`config.mk`:
```
export PLATFORM = sky130hd
export DESIGN_NAME = scic_top
export DESIGN_NICKNAME = d
export VERILOG_FILES = /design/src/logic/scic_pkg.sv /design/src/logic/scic_top.sv /design/src/logic/scic_edge_detect.sv
export SDC_FILE = /design/constraint.sdc
export NUM_CORES = 1
export LEC_CHECK = 0
export ABC_AREA = 1
export BUFFER_PORTS_ARGS = -buffer_cell sky130_fd_sc_hd__buf_2
export CORE_ASPECT_RATIO = 1.4
export CORE_MARGIN = 1
export CORE_UTILIZATION = 62
export DETAILED_ROUTE_END_ITERATION = 6
export PLACE_DENSITY = 0.86
export SLEW_MARGIN = 10
export SYNTH_ARGS = -nofsm -noshare
export SYNTH_HDL_FRONTEND = slang
export SYNTH_SLANG_ARGS = --single-unit
```
`constraint.sdc`:
```
create_clock -name core_clk -period 4 [get_ports core_clk]
set_input_delay 0.4 -clock core_clk [delete_from_list [all_inputs] [get_ports core_clk]]
set_output_delay 0.4 -clock core_clk [all_outputs]
set_load 0.02 [all_outputs]
```
`src/logic/scic_pkg.sv`:
```
// Constants, types and register map of the step command front end.
package scic_pkg;
    // ==========================================================
    // Register map (byte addresses)
    // ==========================================================
    localparam logic [7:0] ADDR_FORMAT   = 8'h00;
    localparam logic [7:0] ADDR_MICRO    = 8'h04;
    localparam logic [7:0] ADDR_PEAK     = 8'h08;
    localparam logic [7:0] ADDR_DAMP     = 8'h0c;
    localparam logic [7:0] ADDR_KP       = 8'h10;
    localparam logic [7:0] ADDR_KI       = 8'h14;
    localparam logic [7:0] ADDR_TEST     = 8'h18;
    localparam logic [7:0] ADDR_PULSER   = 8'h1c;
    localparam logic [7:0] ADDR_STATUS   = 8'h20;
    localparam logic [7:0] ADDR_POSITION = 8'h24;
    localparam logic [7:0] ADDR_PARAMSEL = 8'h28;
    // ==========================================================
    // Field positions of the format register
    // ==========================================================
    localparam int FMT_DUAL_BIT  = 0;
    localparam int FMT_FALL_BIT  = 1;
    localparam int FMT_DIRHI_BIT = 2;
    localparam int FMT_SRC_BIT   = 3;
    // ==========================================================
    // Reset values and ranges
    // ==========================================================
    localparam logic [9:0]  MICRO_MIN     = 10'h001;
    localparam logic [9:0]  MICRO_MAX     = 10'h200;
    localparam logic [9:0]  MICRO_RESET   = 10'h008;
    // Peak current in units of 10 mA.
    localparam logic [9:0]  PEAK_MIN      = 10'h032;
    localparam logic [9:0]  PEAK_MAX      = 10'h230;
    localparam logic [9:0]  PEAK_RESET    = 10'h12c;
    localparam logic [15:0] DAMP_RESET    = 16'h0bb8;
    localparam logic [15:0] KP_RESET      = 16'h0000;
    localparam logic [15:0] KI_RESET      = 16'h0000;
    localparam logic [31:0] PULSER_RESET  = 32'h0000_0000;
    // ==========================================================
    // Timing
    // ==========================================================
    localparam int CLK_HZ        = 100_000_000;
    localparam int ID_WINDOW_MS  = 1000;
    localparam int ID_WINDOW_CYC = CLK_HZ / 1000 * ID_WINDOW_MS;
    localparam int BAUD_DEFAULT  = 38400;
    localparam int BAUD_DIV      = CLK_HZ / BAUD_DEFAULT;
    localparam int TEST_CYC      = 1000;
    typedef enum logic [1:0] {SCIC_ID_IDLE, SCIC_ID_ARMED} scic_id_t;
endpackage

```
`src/logic/scic_top.sv`:
```
// Step command decoder and parameter store with an APB slave.
//
// What this block does
// RULE1 - Steps come as step plus direction, or as separate cw and ccw pulses.
// RULE2 - Configuration picks rising or falling edge as the counting edge.
// RULE3 - In dual pulse format the idle input's static level never matters.
// RULE4 - Configuration picks which direction level means default rotation.
// RULE5 - Direction polarity applies only in step plus direction format.
// RULE6 - Microstep resolution 1 to 512 scales every command pulse.
// RULE7 - Peak current from the link, clamped to 0.5 to 5.6 A, or unclamped from the board switches.
// RULE8 - Damping coefficient resets to 3000.
// RULE9 - Two switch changes within one second start motor identification.
// RULE10 - Configuration link runs at 38400 baud by default.
// RULE11 - Parameters written by the host are stored and used.
// RULE12 - The host can read back every stored parameter.
// RULE13 - Proportional and integral current gains are stored separately.
// RULE14 - Host requested current step test runs and may be restarted.
// RULE15 - Internal pulse generator can drive the motor instead.
// RULE16 - Inputs are synchronised before edge detection, one step per edge except cw and ccw edges in the same cycle, which give none.
// RULE17 - A lone switch change is an ordinary setting change.
`timescale 1ns/100ps
module scic_top #(
    parameter int ID_WINDOW = scic_pkg::ID_WINDOW_CYC,
    parameter int POS_W     = 32
) (
    input  wire logic              core_clk,
    input  wire logic              reset,
    input  wire logic              psel,
    input  wire logic              penable,
    input  wire logic              pwrite,
    input  wire logic [7:0]        paddr,
    input  wire logic [31:0]       pwdata,
    output logic [31:0]            prdata,
    output logic                   pready,
    output logic                   pslverr,
    input  wire logic              step_pulse_input,
    input  wire logic              direction_input,
    input  wire logic              ccw_pulse_input,
    input  wire logic              auto_identify_switch,
    input  wire logic              switch_current_sel,
    input  wire logic [9:0]        switch_peak_current,
    output logic                   microstep_advance,
    output logic                   microstep_dir,
    output logic [9:0]             microsteps_per_step,
    output logic [9:0]             peak_current_setting,
    output logic [15:0]            damping_coefficient,
    output logic [15:0]            proportional_gain,
    output logic [15:0]            integral_gain,
    output logic                   identify_start,
    output logic                   step_test_active,
    output logic [15:0]            baud_divisor,
    output logic [POS_W-1:0]       position
);
    // ==========================================================
    // Input synchronisers
    // ==========================================================
    logic [31:0] format_q, format_d;
    logic        a_pulse, b_pulse, sw_level, b_level_dir;

    scic_edge_detect u_step (
        .core_clk (core_clk),
        .reset    (reset),
        .din      (step_pulse_input),
        .fall_sel (format_q[scic_pkg::FMT_FALL_BIT]),
        .level    (),
        .pulse    (a_pulse)
    );
    scic_edge_detect u_ccw (
        .core_clk (core_clk),
        .reset    (reset),
        .din      (ccw_pulse_input),
        .fall_sel (format_q[scic_pkg::FMT_FALL_BIT]),
        .level    (),
        .pulse    (b_pulse)
    );
    scic_edge_detect u_dir (
        .core_clk (core_clk),
        .reset    (reset),
        .din      (direction_input),
        .fall_sel (1'b0),
        .level    (b_level_dir),
        .pulse    ()
    );
    scic_edge_detect u_sw (
        .core_clk (core_clk),
        .reset    (reset),
        .din      (auto_identify_switch),
        .fall_sel (1'b0),
        .level    (sw_level),
        .pulse    ()
    );

    // ==========================================================
    // Parameter store
    // ==========================================================
    logic [9:0]  micro_q, micro_d, peak_q, peak_d;
    logic [15:0] damp_q, damp_d, kp_q, kp_d, ki_q, ki_d, baud_q, baud_d;
    logic [31:0] pulser_q, pulser_d;
    logic        wr, rd;
    logic [9:0]  wr_micro, wr_peak;

    assign wr = psel & penable & pwrite;
    assign rd = psel & penable & ~pwrite;

    always_comb begin
        format_d = format_q;
        micro_d  = micro_q;
        peak_d   = peak_q;
        damp_d   = damp_q;
        kp_d     = kp_q;
        ki_d     = ki_q;
        pulser_d = pulser_q;
        baud_d   = baud_q;
        wr_micro = pwdata[9:0];
        wr_peak  = pwdata[9:0];
        // Bits 9:0 of the write are clamped to range, so the loop never sees garbage.
        if (wr_micro < scic_pkg::MICRO_MIN) wr_micro = scic_pkg::MICRO_MIN;
        if (wr_micro > scic_pkg::MICRO_MAX) wr_micro = scic_pkg::MICRO_MAX;
        if (wr_peak < scic_pkg::PEAK_MIN) wr_peak = scic_pkg::PEAK_MIN;
        if (wr_peak > scic_pkg::PEAK_MAX) wr_peak = scic_pkg::PEAK_MAX;
        if (wr) begin
            unique case (paddr)
                scic_pkg::ADDR_FORMAT: begin
                    format_d = {28'h0, pwdata[3:0]}; // [RULE11]
                end
                scic_pkg::ADDR_MICRO:    micro_d  = wr_micro;   // [RULE6]
                scic_pkg::ADDR_PEAK:     peak_d   = wr_peak;    // [RULE7]
                scic_pkg::ADDR_DAMP:     damp_d   = pwdata[15:0];
                scic_pkg::ADDR_KP:       kp_d     = pwdata[15:0]; // [RULE13]
                scic_pkg::ADDR_KI:       ki_d     = pwdata[15:0]; // [RULE13]
                scic_pkg::ADDR_PULSER:   pulser_d = pwdata;
                scic_pkg::ADDR_PARAMSEL: baud_d   = pwdata[15:0];
                default: ;
            endcase
        end
    end

    always_ff @(posedge core_clk) begin
        if (reset) begin
            format_q <= 32'h0;
            micro_q  <= scic_pkg::MICRO_RESET;
            peak_q   <= scic_pkg::PEAK_RESET;
            damp_q   <= scic_pkg::DAMP_RESET; // [RULE8]
            kp_q     <= scic_pkg::KP_RESET;
            ki_q     <= scic_pkg::KI_RESET;
            pulser_q <= scic_pkg::PULSER_RESET;
            baud_q   <= 16'(scic_pkg::BAUD_DIV); // [RULE10]
        end else begin
            format_q <= format_d;
            micro_q  <= micro_d;
            peak_q   <= peak_d;
            damp_q   <= damp_d;
            kp_q     <= kp_d;
            ki_q     <= ki_d;
            pulser_q <= pulser_d;
            baud_q   <= baud_d;
        end
    end

    // ==========================================================
    // Internal pulse generator
    // ==========================================================
    // Pulser word: bit 31 enable, bit 30 reverse, bits 23:0 period.
    logic [23:0] pcnt_q, pcnt_d;
    logic        int_pulse;

    always_comb begin
        pcnt_d    = pcnt_q;
        int_pulse = 1'b0;
        if (!pulser_q[31]) begin
            pcnt_d = 24'h0;
        end else if (pcnt_q >= pulser_q[23:0]) begin
            pcnt_d    = 24'h0;
            int_pulse = 1'b1; // [RULE15]
        end else begin
            pcnt_d = pcnt_q + 24'h1;
        end
    end

    always_ff @(posedge core_clk) begin
        if (reset) begin
            pcnt_q <= 24'h0;
        end else begin
            pcnt_q <= pcnt_d;
        end
    end

    // ==========================================================
    // Step decode
    // ==========================================================
    logic step_ev, step_dir, use_int;
    logic [POS_W-1:0] pos_q, pos_d;
    logic adv_q, adv_d, mdir_q, mdir_d;

    assign use_int = format_q[scic_pkg::FMT_SRC_BIT];

    always_comb begin
        step_ev = 1'b0;
        step_dir = 1'b0;
        if (use_int) begin
            step_ev  = int_pulse; // [RULE15]
            step_dir = pulser_q[30];
        end else if (format_q[scic_pkg::FMT_DUAL_BIT]) begin
            // Only edges count, so idle input levels are irrelevant. [RULE3]
            step_ev  = a_pulse ^ b_pulse; // [RULE1]
            step_dir = b_pulse;
        end else begin
            step_ev  = a_pulse; // [RULE1]
            // Polarity ignored outside this branch. [RULE5]
            step_dir = b_level_dir ^ format_q[scic_pkg::FMT_DIRHI_BIT]; // [RULE4]
        end
        adv_d  = step_ev;
        mdir_d = step_ev ? step_dir : mdir_q;
        pos_d  = pos_q;
        if (step_ev) begin
            if (step_dir) begin
                pos_d = pos_q - POS_W'(micro_q); // [RULE6]
            end else begin
                pos_d = pos_q + POS_W'(micro_q); // [RULE6]
            end
        end
    end

    always_ff @(posedge core_clk) begin
        if (reset) begin
            pos_q  <= '0;
            adv_q  <= 1'b0;
            mdir_q <= 1'b0;
        end else begin
            pos_q  <= pos_d;
            adv_q  <= adv_d;
            mdir_q <= mdir_d;
        end
    end

    // ==========================================================
    // Auto identify and step test
    // ==========================================================
    scic_pkg::scic_id_t id_q, id_d;
    logic [31:0] win_q, win_d;
    logic        ident_q, ident_d;
    logic [15:0] tcnt_q, tcnt_d;
    logic        sw_prev_q, sw_toggle;

    always_comb begin
        id_d    = id_q;
        win_d   = win_q;
        ident_d = 1'b0;
        unique case (id_q)
            scic_pkg::SCIC_ID_IDLE: begin
                win_d = 32'h0;
                if (sw_toggle) begin
                    id_d = scic_pkg::SCIC_ID_ARMED;
                end
            end
            scic_pkg::SCIC_ID_ARMED: begin
                win_d = win_q + 32'h1;
                if (sw_toggle) begin
                    ident_d = 1'b1; // [RULE9]
                    id_d    = scic_pkg::SCIC_ID_IDLE;
                end else if (win_q >= 32'(ID_WINDOW - 1)) begin
                    id_d = scic_pkg::SCIC_ID_IDLE; // [RULE17]
                end
            end
            default: id_d = scic_pkg::SCIC_ID_IDLE;
        endcase
        tcnt_d = tcnt_q;
        if (wr && paddr == scic_pkg::ADDR_TEST && pwdata[0]) begin
            tcnt_d = 16'(scic_pkg::TEST_CYC); // [RULE14]
        end else if (tcnt_q != 16'h0) begin
            tcnt_d = tcnt_q - 16'h1;
        end
    end

    // Toggle detection responds to either edge of the switch.
    assign sw_toggle = sw_level ^ sw_prev_q;

    always_ff @(posedge core_clk) begin
        if (reset) begin
            id_q      <= scic_pkg::SCIC_ID_IDLE;
            win_q     <= 32'h0;
            ident_q   <= 1'b0;
            tcnt_q    <= 16'h0;
            sw_prev_q <= 1'b0;
        end else begin
            id_q      <= id_d;
            win_q     <= win_d;
            ident_q   <= ident_d;
            tcnt_q    <= tcnt_d;
            sw_prev_q <= sw_level;
        end
    end

    // ==========================================================
    // APB read path
    // ==========================================================
    always_comb begin
        prdata  = 32'h0;
        pslverr = 1'b0;
        if (rd) begin
            unique case (paddr)
                scic_pkg::ADDR_FORMAT:   prdata = format_q; // [RULE12]
                scic_pkg::ADDR_MICRO:    prdata = {22'h0, micro_q};
                scic_pkg::ADDR_PEAK:     prdata = {22'h0, peak_q};
                scic_pkg::ADDR_DAMP:     prdata = {16'h0, damp_q};
                scic_pkg::ADDR_KP:       prdata = {16'h0, kp_q};
                scic_pkg::ADDR_KI:       prdata = {16'h0, ki_q};
                scic_pkg::ADDR_TEST:     prdata = {31'h0, step_test_active};
                scic_pkg::ADDR_PULSER:   prdata = pulser_q;
                scic_pkg::ADDR_STATUS: begin
                    prdata = {30'h0, id_q == scic_pkg::SCIC_ID_ARMED, mdir_q};
                end
                scic_pkg::ADDR_POSITION: prdata = 32'(pos_q);
                scic_pkg::ADDR_PARAMSEL: prdata = {16'h0, baud_q};
                default:                 pslverr = 1'b1;
            endcase
        end
    end

    assign pready               = 1'b1;
    assign microstep_advance    = adv_q;
    assign microstep_dir        = mdir_q;
    assign microsteps_per_step  = micro_q;
    assign peak_current_setting = switch_current_sel ? // [RULE7]
                                  switch_peak_current : peak_q;
    assign damping_coefficient  = damp_q;
    assign proportional_gain    = kp_q;
    assign integral_gain        = ki_q;
    assign identify_start       = ident_q;
    assign step_test_active     = (tcnt_q != 16'h0);
    assign baud_divisor         = baud_q;
    assign position             = pos_q;
endmodule

```
`src/logic/scic_edge_detect.sv`:
```
// Two-stage synchroniser with selectable edge detector.
`timescale 1ns/100ps
module scic_edge_detect (
    input  wire logic core_clk,
    input  wire logic reset,
    input  wire logic din,
    input  wire logic fall_sel,
    output logic      level,
    output logic      pulse
);
    logic meta_q, meta_d;
    logic sync_q, sync_d;
    logic prev_q, prev_d;

    always_comb begin
        meta_d = din;
        sync_d = meta_q;
        prev_d = sync_q;
    end

    always_ff @(posedge core_clk) begin
        if (reset) begin
            meta_q <= 1'b0;
            sync_q <= 1'b0;
            prev_q <= 1'b0;
        end else begin
            meta_q <= meta_d;
            sync_q <= sync_d;
            prev_q <= prev_d;
        end
    end

    // Only the second stage feeds the detector, one pulse per edge. [RULE16]
    assign level = sync_q;
    assign pulse = (prev_q ^ sync_q) & (sync_q ^ fall_sel); // [RULE2]
endmodule

```
# Word level (Yosys, flattened, before mapping)
# Index checks and enable logic that the tools add are counted.
[word_totals] input_bits=60 output_inout_bits=154 elab_cells=111 register_bits=240
[op_classes] magnitude_cmp=6 bitwise=15 n_addsub=5 n_mux=24 n_reduce_logical=20 eq_ne=13
[ops] op="32-bit case mux with 11 select lines" count=1
[ops] op="10-bit two-way mux" count=7
[ops] op="32-bit two-way mux" count=2
[ops] op="32-bit case mux with 2 select lines" count=1
[ops] op="32-bit by 1-bit adder with 32-bit output (second input constant)" count=1
[ops] op="32-bit by 10-bit adder with 32-bit output" count=1
[ops] op="8-bit by 5-bit equality test with 1-bit output (second input constant)" count=4
[ops] op="32-bit by 27-bit greater-or-equal comparator with 1-bit output (second input constant)" count=1
[ops] op="32-bit by 10-bit subtractor with 32-bit output" count=1
[ops] op="24-bit by 1-bit adder with 24-bit output (second input constant)" count=1
[ops] op="8-bit by 6-bit equality test with 1-bit output (second input constant)" count=3
[ops] op="24-bit greater-or-equal comparator" count=1
[ops] op="10-bit > comparator (second input constant)" count=2
[ops] op="2-bit AND reduction" count=9
[ops] op="8-bit by 4-bit equality test with 1-bit output (second input constant)" count=2
[ops] op="16-bit nonzero test" count=1
[ops] op="16-bit by 1-bit subtractor with 16-bit output (second input constant)" count=1
[ops] op="11-bit OR reduction" count=1
[ops] op="10-bit by 1-bit < comparator with 1-bit output (second input constant)" count=1
[ops] op="10-bit by 6-bit < comparator with 1-bit output (second input constant)" count=1
[ops] op="1-bit two-way mux" count=9
[ops] op="8-bit by 3-bit equality test with 1-bit output (second input constant)" count=1
[ops] op="8-bit logical NOT" count=1
[ops] op="1-bit bitwise XOR" count=7
[ops] op="12 further kinds" count=23

# Depth between registers and ports, before layout
# Gate-level depths: netlist of run 1.
[depth] ltp_word=5 ltp_mapped=24 depth_no_buf=23

# By module
# From an unflattened synthesis of run 1, not the netlist that was laid out.
[unflattened] cells_unflattened=2182 hier_area_um2=14467.6
[by_module_without_submodules] module="scic_top" seq_area_each_um2=4584.4 area_per_inst_um2=14017.2 cells_per_inst=2114 instances=1
[by_module_without_submodules] module="scic_edge_detect" seq_area_each_um2=60.1 area_per_inst_um2=112.6 cells_per_inst=17 instances=4

# Worst setup path before layout of run 1
# No wires, ideal clock.
[synth_timing] path_type="register -> register" start="register micro_q[0], in the netlist microsteps_per_step[0]" end="register pos_q[31], in the netlist position[31]" period_less_slack_ns=2.877 n_path_buf=0 path_slack_ns=1.123 setup_time_ns=0.070 arrival_ns=2.806 stages_incl_launch_ff=19 path_cell_list="dfxtp_1 > inv_1 > ha_1 > inv_1 > nor3_1 > nand3_1 > o41ai_1 > ha_1 > a21oi_1 > nor2_1 > nor2_1 > nand2_1 > nand2_1 > nand2_1 > a21oi_1 > nand2_1 > nand2_1 > nand2_1 > a21oi_1"
[synth_via] elab_chain_len=2
[synth_lines] item="start: declaration" line_no="scic_top.sv:96" text="logic [9:0] micro_q, micro_d, peak_q, peak_d;"
[synth_lines] item="start signal: assignment" line_no="scic_top.sv:141" text="micro_q <= scic_pkg::MICRO_RESET;"
[synth_lines] item="start signal: assignment" line_no="scic_top.sv:150" text="micro_q <= micro_d;"
[synth_lines] item="32-bit by 10-bit adder with 32-bit output / 32-bit by 10-bit subtractor with 32-bit output (equally long branches)" line_no="scic_top.sv:219, scic_top.sv:217"
[synth_lines] item="32-bit two-way mux *" line_no="scic_top.sv:216" text="if (step_dir) begin"
[synth_lines] item="end signal: assignment" line_no="scic_top.sv:230" text="pos_q <= pos_d;"
[synth_lines] item="end: declaration" line_no="scic_top.sv:192" text="logic [POS_W-1:0] pos_q, pos_d;"
# Every way passes the cells marked *; elsewhere a longest branch is shown, timed or not.
# A chain may end at the register's enable or synchronous reset.

# Final worst setup path of run 1
[layout_timing] start="register format_q[1]" end="register pos_q[28], in the netlist position[28]"
[layout_via] elab_chain_len=5
[layout_lines] item="start: declaration" line_no="scic_top.sv:57" text="logic [31:0] format_q, format_d;"
[layout_lines] item="start signal: assignment" line_no="scic_top.sv:149" text="format_q <= format_d;"
[layout_lines] item="1-bit bitwise XOR" line_no="scic_edge_detect.sv:35" text="assign pulse = (prev_q ^ sync_q) & (sync_q ^ fall_sel);"
[layout_lines] item="1-bit AND" line_no="scic_edge_detect.sv:35"
[layout_lines] item="1-bit two-way mux / 1-bit bitwise XOR (equally long branches)" line_no="scic_top.sv:203, scic_top.sv:205"
[layout_lines] item="1-bit two-way mux (on tied branches)" line_no="scic_top.sv:200, scic_top.sv:203"
[layout_lines] item="32-bit two-way mux / 1-bit two-way mux (equally long branches)" line_no="scic_top.sv:216, scic_top.sv:200"
# Parallel ways exist; a longest one is shown, timed or not.

==> flow_metrics.py, run 1 <==
metrics = {
    "status": {
        "status": "finished clean",
    },
    "yosys": {
        "synth_top_family_by_area": "simple AND/OR/NAND/NOR gates",
        "synthCells": 2048,
        "netlist_area_um2": 13900,
        "synth-seq-cells": 239,
        "synth_cell_types": 54,
        "synth-compound-area-share_pct": 17.9,
        "synthesis.nets": 2170,
        "synth_area_leaders": "dfxtp_1 34%, nand2_1 11%, nor2_1 7.7%",
        "yosys.area.top_type": "dfxtp_1",
        "yosys-mux-area-fraction_pct": 0.0809,
        "yosysMostFrequentCell": "nand2_1",
        "synth_fa_ha_area_share_pct": 5.62,
        "synth_enable_flop_cells": 0,
        "async_flop_share_pct": 0,
        "syn_area_per_cell_um2": 6.80,
        "synth-xor-area-share_pct": 2.96,
        "synth_common_cells": "394 x nand2_1, 284 x nor2_1, 239 x dfxtp_1",
        "yosysTopAreaCellShare_pct": 34.4,
        "ys_seq_area_share_pct": 34.4,
        "yosys.area_share.simple_pct": 29.6,
        "synth_ff_type": "dfxtp_1",
        "yosysWarnings": 0,
    },
    "clocking": {
        "cts_tree": "yes",
        "cts_buffers": 25,
        "cts_buffer_depth": 3,
        "htree_levels": 1,
        "path_clk_slew_ns": 0.06,
        "clock-sinks": 239,
        "clk-insertion-delay-late_ns": 0.55,
        "postCtsHoldBufs": 0,
        "root_buffer": "clkbuf_16",
    },
    "global_route": {
        "grt_pass1_vias": 14000,
        "gr-usage-all-layers_pct": 39.7,
        "antenna_found_initial": 3,
        "grt_first_pass_wirelength_mm": 71.5,
        "grt_max_degree": 66,
        "grt_overflow": 0,
    },
    "timing": {
        "skew_ns": 0.0170,
        "rsz0062_at_grt": "false",
        "finalMaxSlewViolations": 0,
        "tightest_slew_ns": 0.917,
        "fin_tns_setup_ns": 0,
        "relSlewSlack_pct": 38.7,
        "min_period_ns": 3.67,
        "finalHoldViolCount": 0,
        "setup_viol": 0,
        "fin_crit_sh_pct": 91.6,
        "timing.fmax_mhz": 273,
    },
    "final_layout": {
        "fin_nets": 2343,
        "drive_above_1_share_pct": 15.5,
        "multi_input_comb_area_um2": 7840,
        "final.fill_count": 1887,
        "seqCellArea_um2": 4780,
        "postLayoutCoreUtil_pct": 72.8,
        "syn2layout_area_growth_pct": 14.8,
    },
    "worst_setup_path": {
        "crit_arrival_ns": 4.10,
        "required_ns": 4.44,
        "cp-start-kind": "register",
        "critPathCaptureType": "register",
        "critPathKind": "register to register",
        "critPathMaxFanout": 20,
    },
    "routing": {
        "num_vias": 15000,
        "drcViolationCount": 0,
        "detail-route-antenna-nets": 0,
        "routedWlPerCell_um": 18.3,
        "first_pass_iters": 7,
        "wl_mm": 46.4,
        "viasPerCell": 5.92,
        "drtIter0Drc": 1398,
    },
    "die": {
        "start_util_pct": 63.5,
        "io_pins": 214,
        "core-area_um2": 21900,
        "die_area_um2": 23100,
        "die_y_um": 179,
        "num_rows": 64,
        "fp.dieW_um": 129,
    },
    "min_path": {
        "hold_class": "input port to register",
    },
    "power": {
        "leakage_uw": 0.00711,
        "power_density_nw_per_um2": 387,
        "irDropWorstVdd_uv": 509,
    },
    "run": {
        "cap_violations": 0,
    },
    "place": {
        "portBuffers": 212,
        "dpl.hpwl_mm": 34.4,
        "routabilityCongestion": 1.01,
    },
}
[metal layers]
layer / vias to the layer above / GRT usage [%] / part of all wire [%] / wire length, um
li1: 7114 / - / - / -
met4: 0 / 25.2 / 6.8 / 3160
met5: - / 0 / 0 / 0
met3: 230 / 6.06 / 8.9 / 4150
met2: 805 / 68.6 / 48 / 22200
met1: 6892 / 45.9 / 36 / 16900
[path summary, 6_finish.rpt]
kind	cells past startpoint	from	slack, ns	endpoint
worst min-delay path	3	step_pulse_input	0.06	u_step.meta_q$_SDFF_PP0_
worst max register to register	18	format_q[1]$_SDFFE_PP0P_	0.33	position[28]$_SDFFE_PP0P_
worst min register to register	2	u_dir.meta_q$_SDFF_PP0_	0.41	u_dir.level$_SDFF_PP0_
worst max-delay path	18	format_q[1]$_SDFFE_PP0P_	0.33	position[28]$_SDFFE_PP0P_
[cells by family (layout without fill, tap and decap cells)]
logic type                 after synthesis  in the layout
and+or+nand+nor                        934            934
DFF                                    239            239
buffers and inverters                  319            511
muxes                                    1              1
xor gates and xnor gates                47             47
AOI/OAI and AO/OA                      445            445
adders and majority gates               62             62
other                                    1              5
[critical path: stages (launching register included)]
cell and delay (ns):
dfxtp_1 0.42, o21ai_0 0.12, nand3_1 0.15, nand2_1 0.13, nand2_1 0.56, o21ai_0 0.30, fa_1 0.51, inv_1 0.13
nand3_1 0.08, nand2_1 0.20, nand2_1 0.08, o211ai_1 0.23, nand2_1 0.10, nand2_1 0.13, nand2_1 0.11, nand2_1 0.07
nand2_1 0.04, a21oi_1 0.14, nor2_1 0.05
[where the power goes]
group          internal (uW)  switching (uW)  leakage [uW]
Sequential              2480             107       0.00193
Combinational            334             653       0.00473
Clock                   1550            1060      0.000445
Total                   4360            1820       0.00711
[cells in the final DEF, fill, tap and decap left out, drive strengths merged, types with 6 or more instances in the layout]
cell type	count
clkbuf	29
o21ai	163
nand4	30
nor3b	12
xnor2	16
inv	245
a31oi	11
a41oi	6
nand2	401
ha	61
nand3	127
a211oi	12
a21oi	195
o21bai	10
dfxtp	239
o22ai	10
o211ai	10
nor3	47
buf	224
xor2	31
nor2	302
o21a	7
[stage by stage]
stage	hold slack [ns]	instance area, um2	std cells	setup WS (ns)	power (uW)
floorplan	0.388	13900	2048	1.12	3320
global placement	0.397	15000	2491	0.393	3570
detailed placement	0.398	15000	2491	0.300	3590
CTS	0.0629	16000	2537	0.265	6160
global route	0.0698	16000	2540	0.0504	6410
finish	0.0602	16000	2541	0.335	6180
[flip-flops by register name (all words and copies together) (netlist names), 10 cells and up]
register / count
peak_q: 10
tcnt_q: 16
microsteps_per_step: 10
pulser_q: 32
baud_divisor: 16
integral_gain: 16
position: 32
pcnt_q: 24
win_q: 32
proportional_gain: 16
damping_coefficient: 16
[what timing repair did]
action,in CTS,in global routing
resized for setup,0,2
setup endpoints to repair,0,3
buffers inserted,0,0
[cell type report]
type	instances	area share, %
multi-input cells	1490	49.1
flip-flops and latches	239	29.9
repair buffers	224	7.20
inverters	241	5.66
clock buffers	29	4.20
well taps	297	2.33
clock inverters	17	1.55
diodes	4	0.0626
(Power assumes the default switching activity.)
==> run 2, diff against run 1 <==
CORE_UTILIZATION = 58   (was 62)
PLACE_DENSITY = 0.81   (was 0.86)
clock period = 3.76 ns   (was 4 ns; I/O delays follow)
==> flow_metrics.py, run 2 (synthesized netlist as in run 1, its figures left out) <==
metrics = {
    "worst_setup_path": {
        "critPathCaptureType": "register",
        "path_cells": "inv_1, ha_1, inv_1, nor3_1, nand3_1, o41ai_2, ha_1, a21oi_1, o21ai_0, a21oi_1, nor2_1, nor2_1, a21oi_1, nor2_1, nor2_1",
        "critPathTopFamily": "compound AO/OA/AOI/OAI gates",
        "cp_num_buf_inv": 2,
        "critPathKind": "register to register",
        "r2r_end": "position[29]$_SDFFE_PP0P_",
        "reg2reg_depth": 15,
        "cp_slowest_cell": "o41ai_2",
        "cp-start-kind": "register",
        "required_ns": 4.20,
        "crit_path_frequent_cell": "nor2_1",
        "regToRegSetupSlack_ns": 0.29,
        "critPathMaxFanout": 6,
        "rr_startpoint": "microsteps_per_step[0]$_SDFFE_PP0P_",
        "crit_arrival_ns": 3.91,
        "critical-path-max-stage-delay_ns": 0.51,
    },
    "timing": {
        "timing.fmax_mhz": 289,
        "fin_tns_setup_ns": 0,
        "finalMaxSlewViolations": 0,
        "skew_ns": 0.00940,
        "setup_viol": 0,
        "min_period_ns": 3.47,
        "rsz0062_at_grt": "false",
        "relSlewSlack_pct": 45.5,
        "tightest_slew_ns": 0.816,
        "finalHoldViolCount": 0,
        "fin_crit_sh_pct": 92.2,
    },
    "routing": {
        "viasPerCell": 5.81,
        "routedWlPerCell_um": 18.6,
        "first_pass_iters": 5,
        "drtIter0Drc": 1214,
        "drcViolationCount": 0,
        "num_vias": 14800,
        "detail-route-antenna-nets": 0,
        "wl_mm": 47.4,
    },
    "clocking": {
        "root_buffer": "clkbuf_16",
        "cts_tree": "yes",
        "clock-sinks": 239,
        "cts_buffer_depth": 3,
        "clk-insertion-delay-late_ns": 0.55,
        "cts_setup_buffers": 0,
        "htree_levels": 1,
        "path_clk_slew_ns": 0.06,
        "cts.repair.resized": 0,
        "postCtsHoldBufs": 0,
        "cts_buffers": 25,
    },
    "power": {
        "switching_share_pct": 30.0,
        "irDropWorstVdd_uv": 487,
        "internal_power_uw": 4420,
        "p_switching_uw": 1900,
        "p_seq_share_pct": 43.6,
        "power_frac_comb_pct": 16.5,
        "pwr-share-clk_pct": 40.0,
        "power_density_nw_per_um2": 396,
        "leakage_uw": 0.00710,
    },
    "final_layout": {
        "layout_common_cells": "393 x nand2_1, 284 x nor2_1, 239 x dfxtp_1, 226 x inv_1, 212 x buf_2",
        "final_common_cell": "nand2_1",
        "syn2layout_area_growth_pct": 14.5,
        "final.fill_count": 2125,
        "drive_above_1_share_pct": 15.6,
        "fin_nets": 2349,
        "postLayoutCellArea_um2": 15900,
        "final_cells": 2552,
    },
    "global_route": {
        "antenna_found_initial": 2,
        "grt_pass1_vias": 13900,
        "gr-usage-all-layers_pct": 37.6,
        "grt_max_degree": 97,
        "grt_first_pass_wirelength_mm": 72.5,
        "grt_overflow": 0,
    },
    "min_path": {
        "holdPathEnd": "u_sw.meta_q$_SDFF_PP0_",
        "worstHoldStart": "auto_identify_switch",
        "holdPathStages": 3,
        "hold_class": "input port to register",
    },
    "die": {
        "die_area_um2": 24600,
        "start_util_pct": 59.6,
        "die_y_um": 185,
        "io_pins": 214,
        "fp.dieW_um": 133,
        "core-area_um2": 23400,
        "num_rows": 66,
    },
    "place": {
        "placed_area_um2": 15100,
        "portBuffers": 212,
        "routabilityCongestion": 0.997,
        "dpl.hpwl_mm": 35.7,
        "place_inst": 2506,
    },
    "status": {
        "status": "finished clean",
    },
    "run": {
        "cap_violations": 0,
    },
}
run 2: cell count changes in the layout (fill, tap and decap cells not counted), moves of 2 or more:
cell       delta
buf_4         +5
bufinv_16     -4
clkbuf_1      +2
clkbuf_8      +3
diode_2       -2
run 2: through the flow:
stage	utilization, %	total power (uW)	hold slack (ns)	worst slack [ns]
2_1_floorplan	-	3530	0.388	0.883
3_3_place_gp	64.6	3810	0.390	0.178
3_5_place_dp	64.6	3830	0.398	0.207
4_1_cts	68.2	6310	0.0229	0.127
5_1_grt	68.2	6540	0.0512	0.0742
6_report	68.2	6310	0.0302	0.295
run 2: worst max-delay path by stage:
| stage | to | from | cells past startpoint |
|---|---|---|---|
| floorplan | position[31]$_SDFFE_PP0P_ | microsteps_per_step[0]$_SDFFE_PP0P_ | 18 |
| global placement | position[31]$_SDFFE_PP0P_ | microsteps_per_step[0]$_SDFFE_PP0P_ | 17 |
| detailed placement | position[31]$_SDFFE_PP0P_ | microsteps_per_step[0]$_SDFFE_PP0P_ | 17 |
| CTS | position[31]$_SDFFE_PP0P_ | microsteps_per_step[0]$_SDFFE_PP0P_ | 16 |
| global route | position[31]$_SDFFE_PP0P_ | microsteps_per_step[0]$_SDFFE_PP0P_ | 18 |
| finish | position[29]$_SDFFE_PP0P_ | microsteps_per_step[0]$_SDFFE_PP0P_ | 15 |
run 2: worst min-delay path: stages:
cell,delay [ns]
buf_2,0.09
inv_1,0.04
nor2_1,0.03
run 2: final cells by class:
type	count	area (um2)	area share, %
Timing Repair Buffer	230	1210	7.58
Sequential cell	239	4780	30.0
Multi-Input combinational cell	1490	7840	49.2
Inverter	241	905	5.67
Clock buffer	34	719	4.51
Clock inverter	10	103	0.643
Tap cell	306	383	2.40
Antenna cell	2	5.00	0.0314
run 2: routing by layer:
metal	share of wire (%)	track usage, %
met1	38	43.3
met2	48	66.3
met3	7.5	4.63
met4	6.1	22.9
met5	0	0
run 2: power by group through the flow:
stage               Clock, uW  Combinational [uW]  Sequential [uW]
floorplan                   0                 731             2800
global placement            0                1010             2800
detailed placement          0                1030             2800
CTS                      2530                1030             2750
global route             2620                1160             2760
finish                   2520                1040             2750
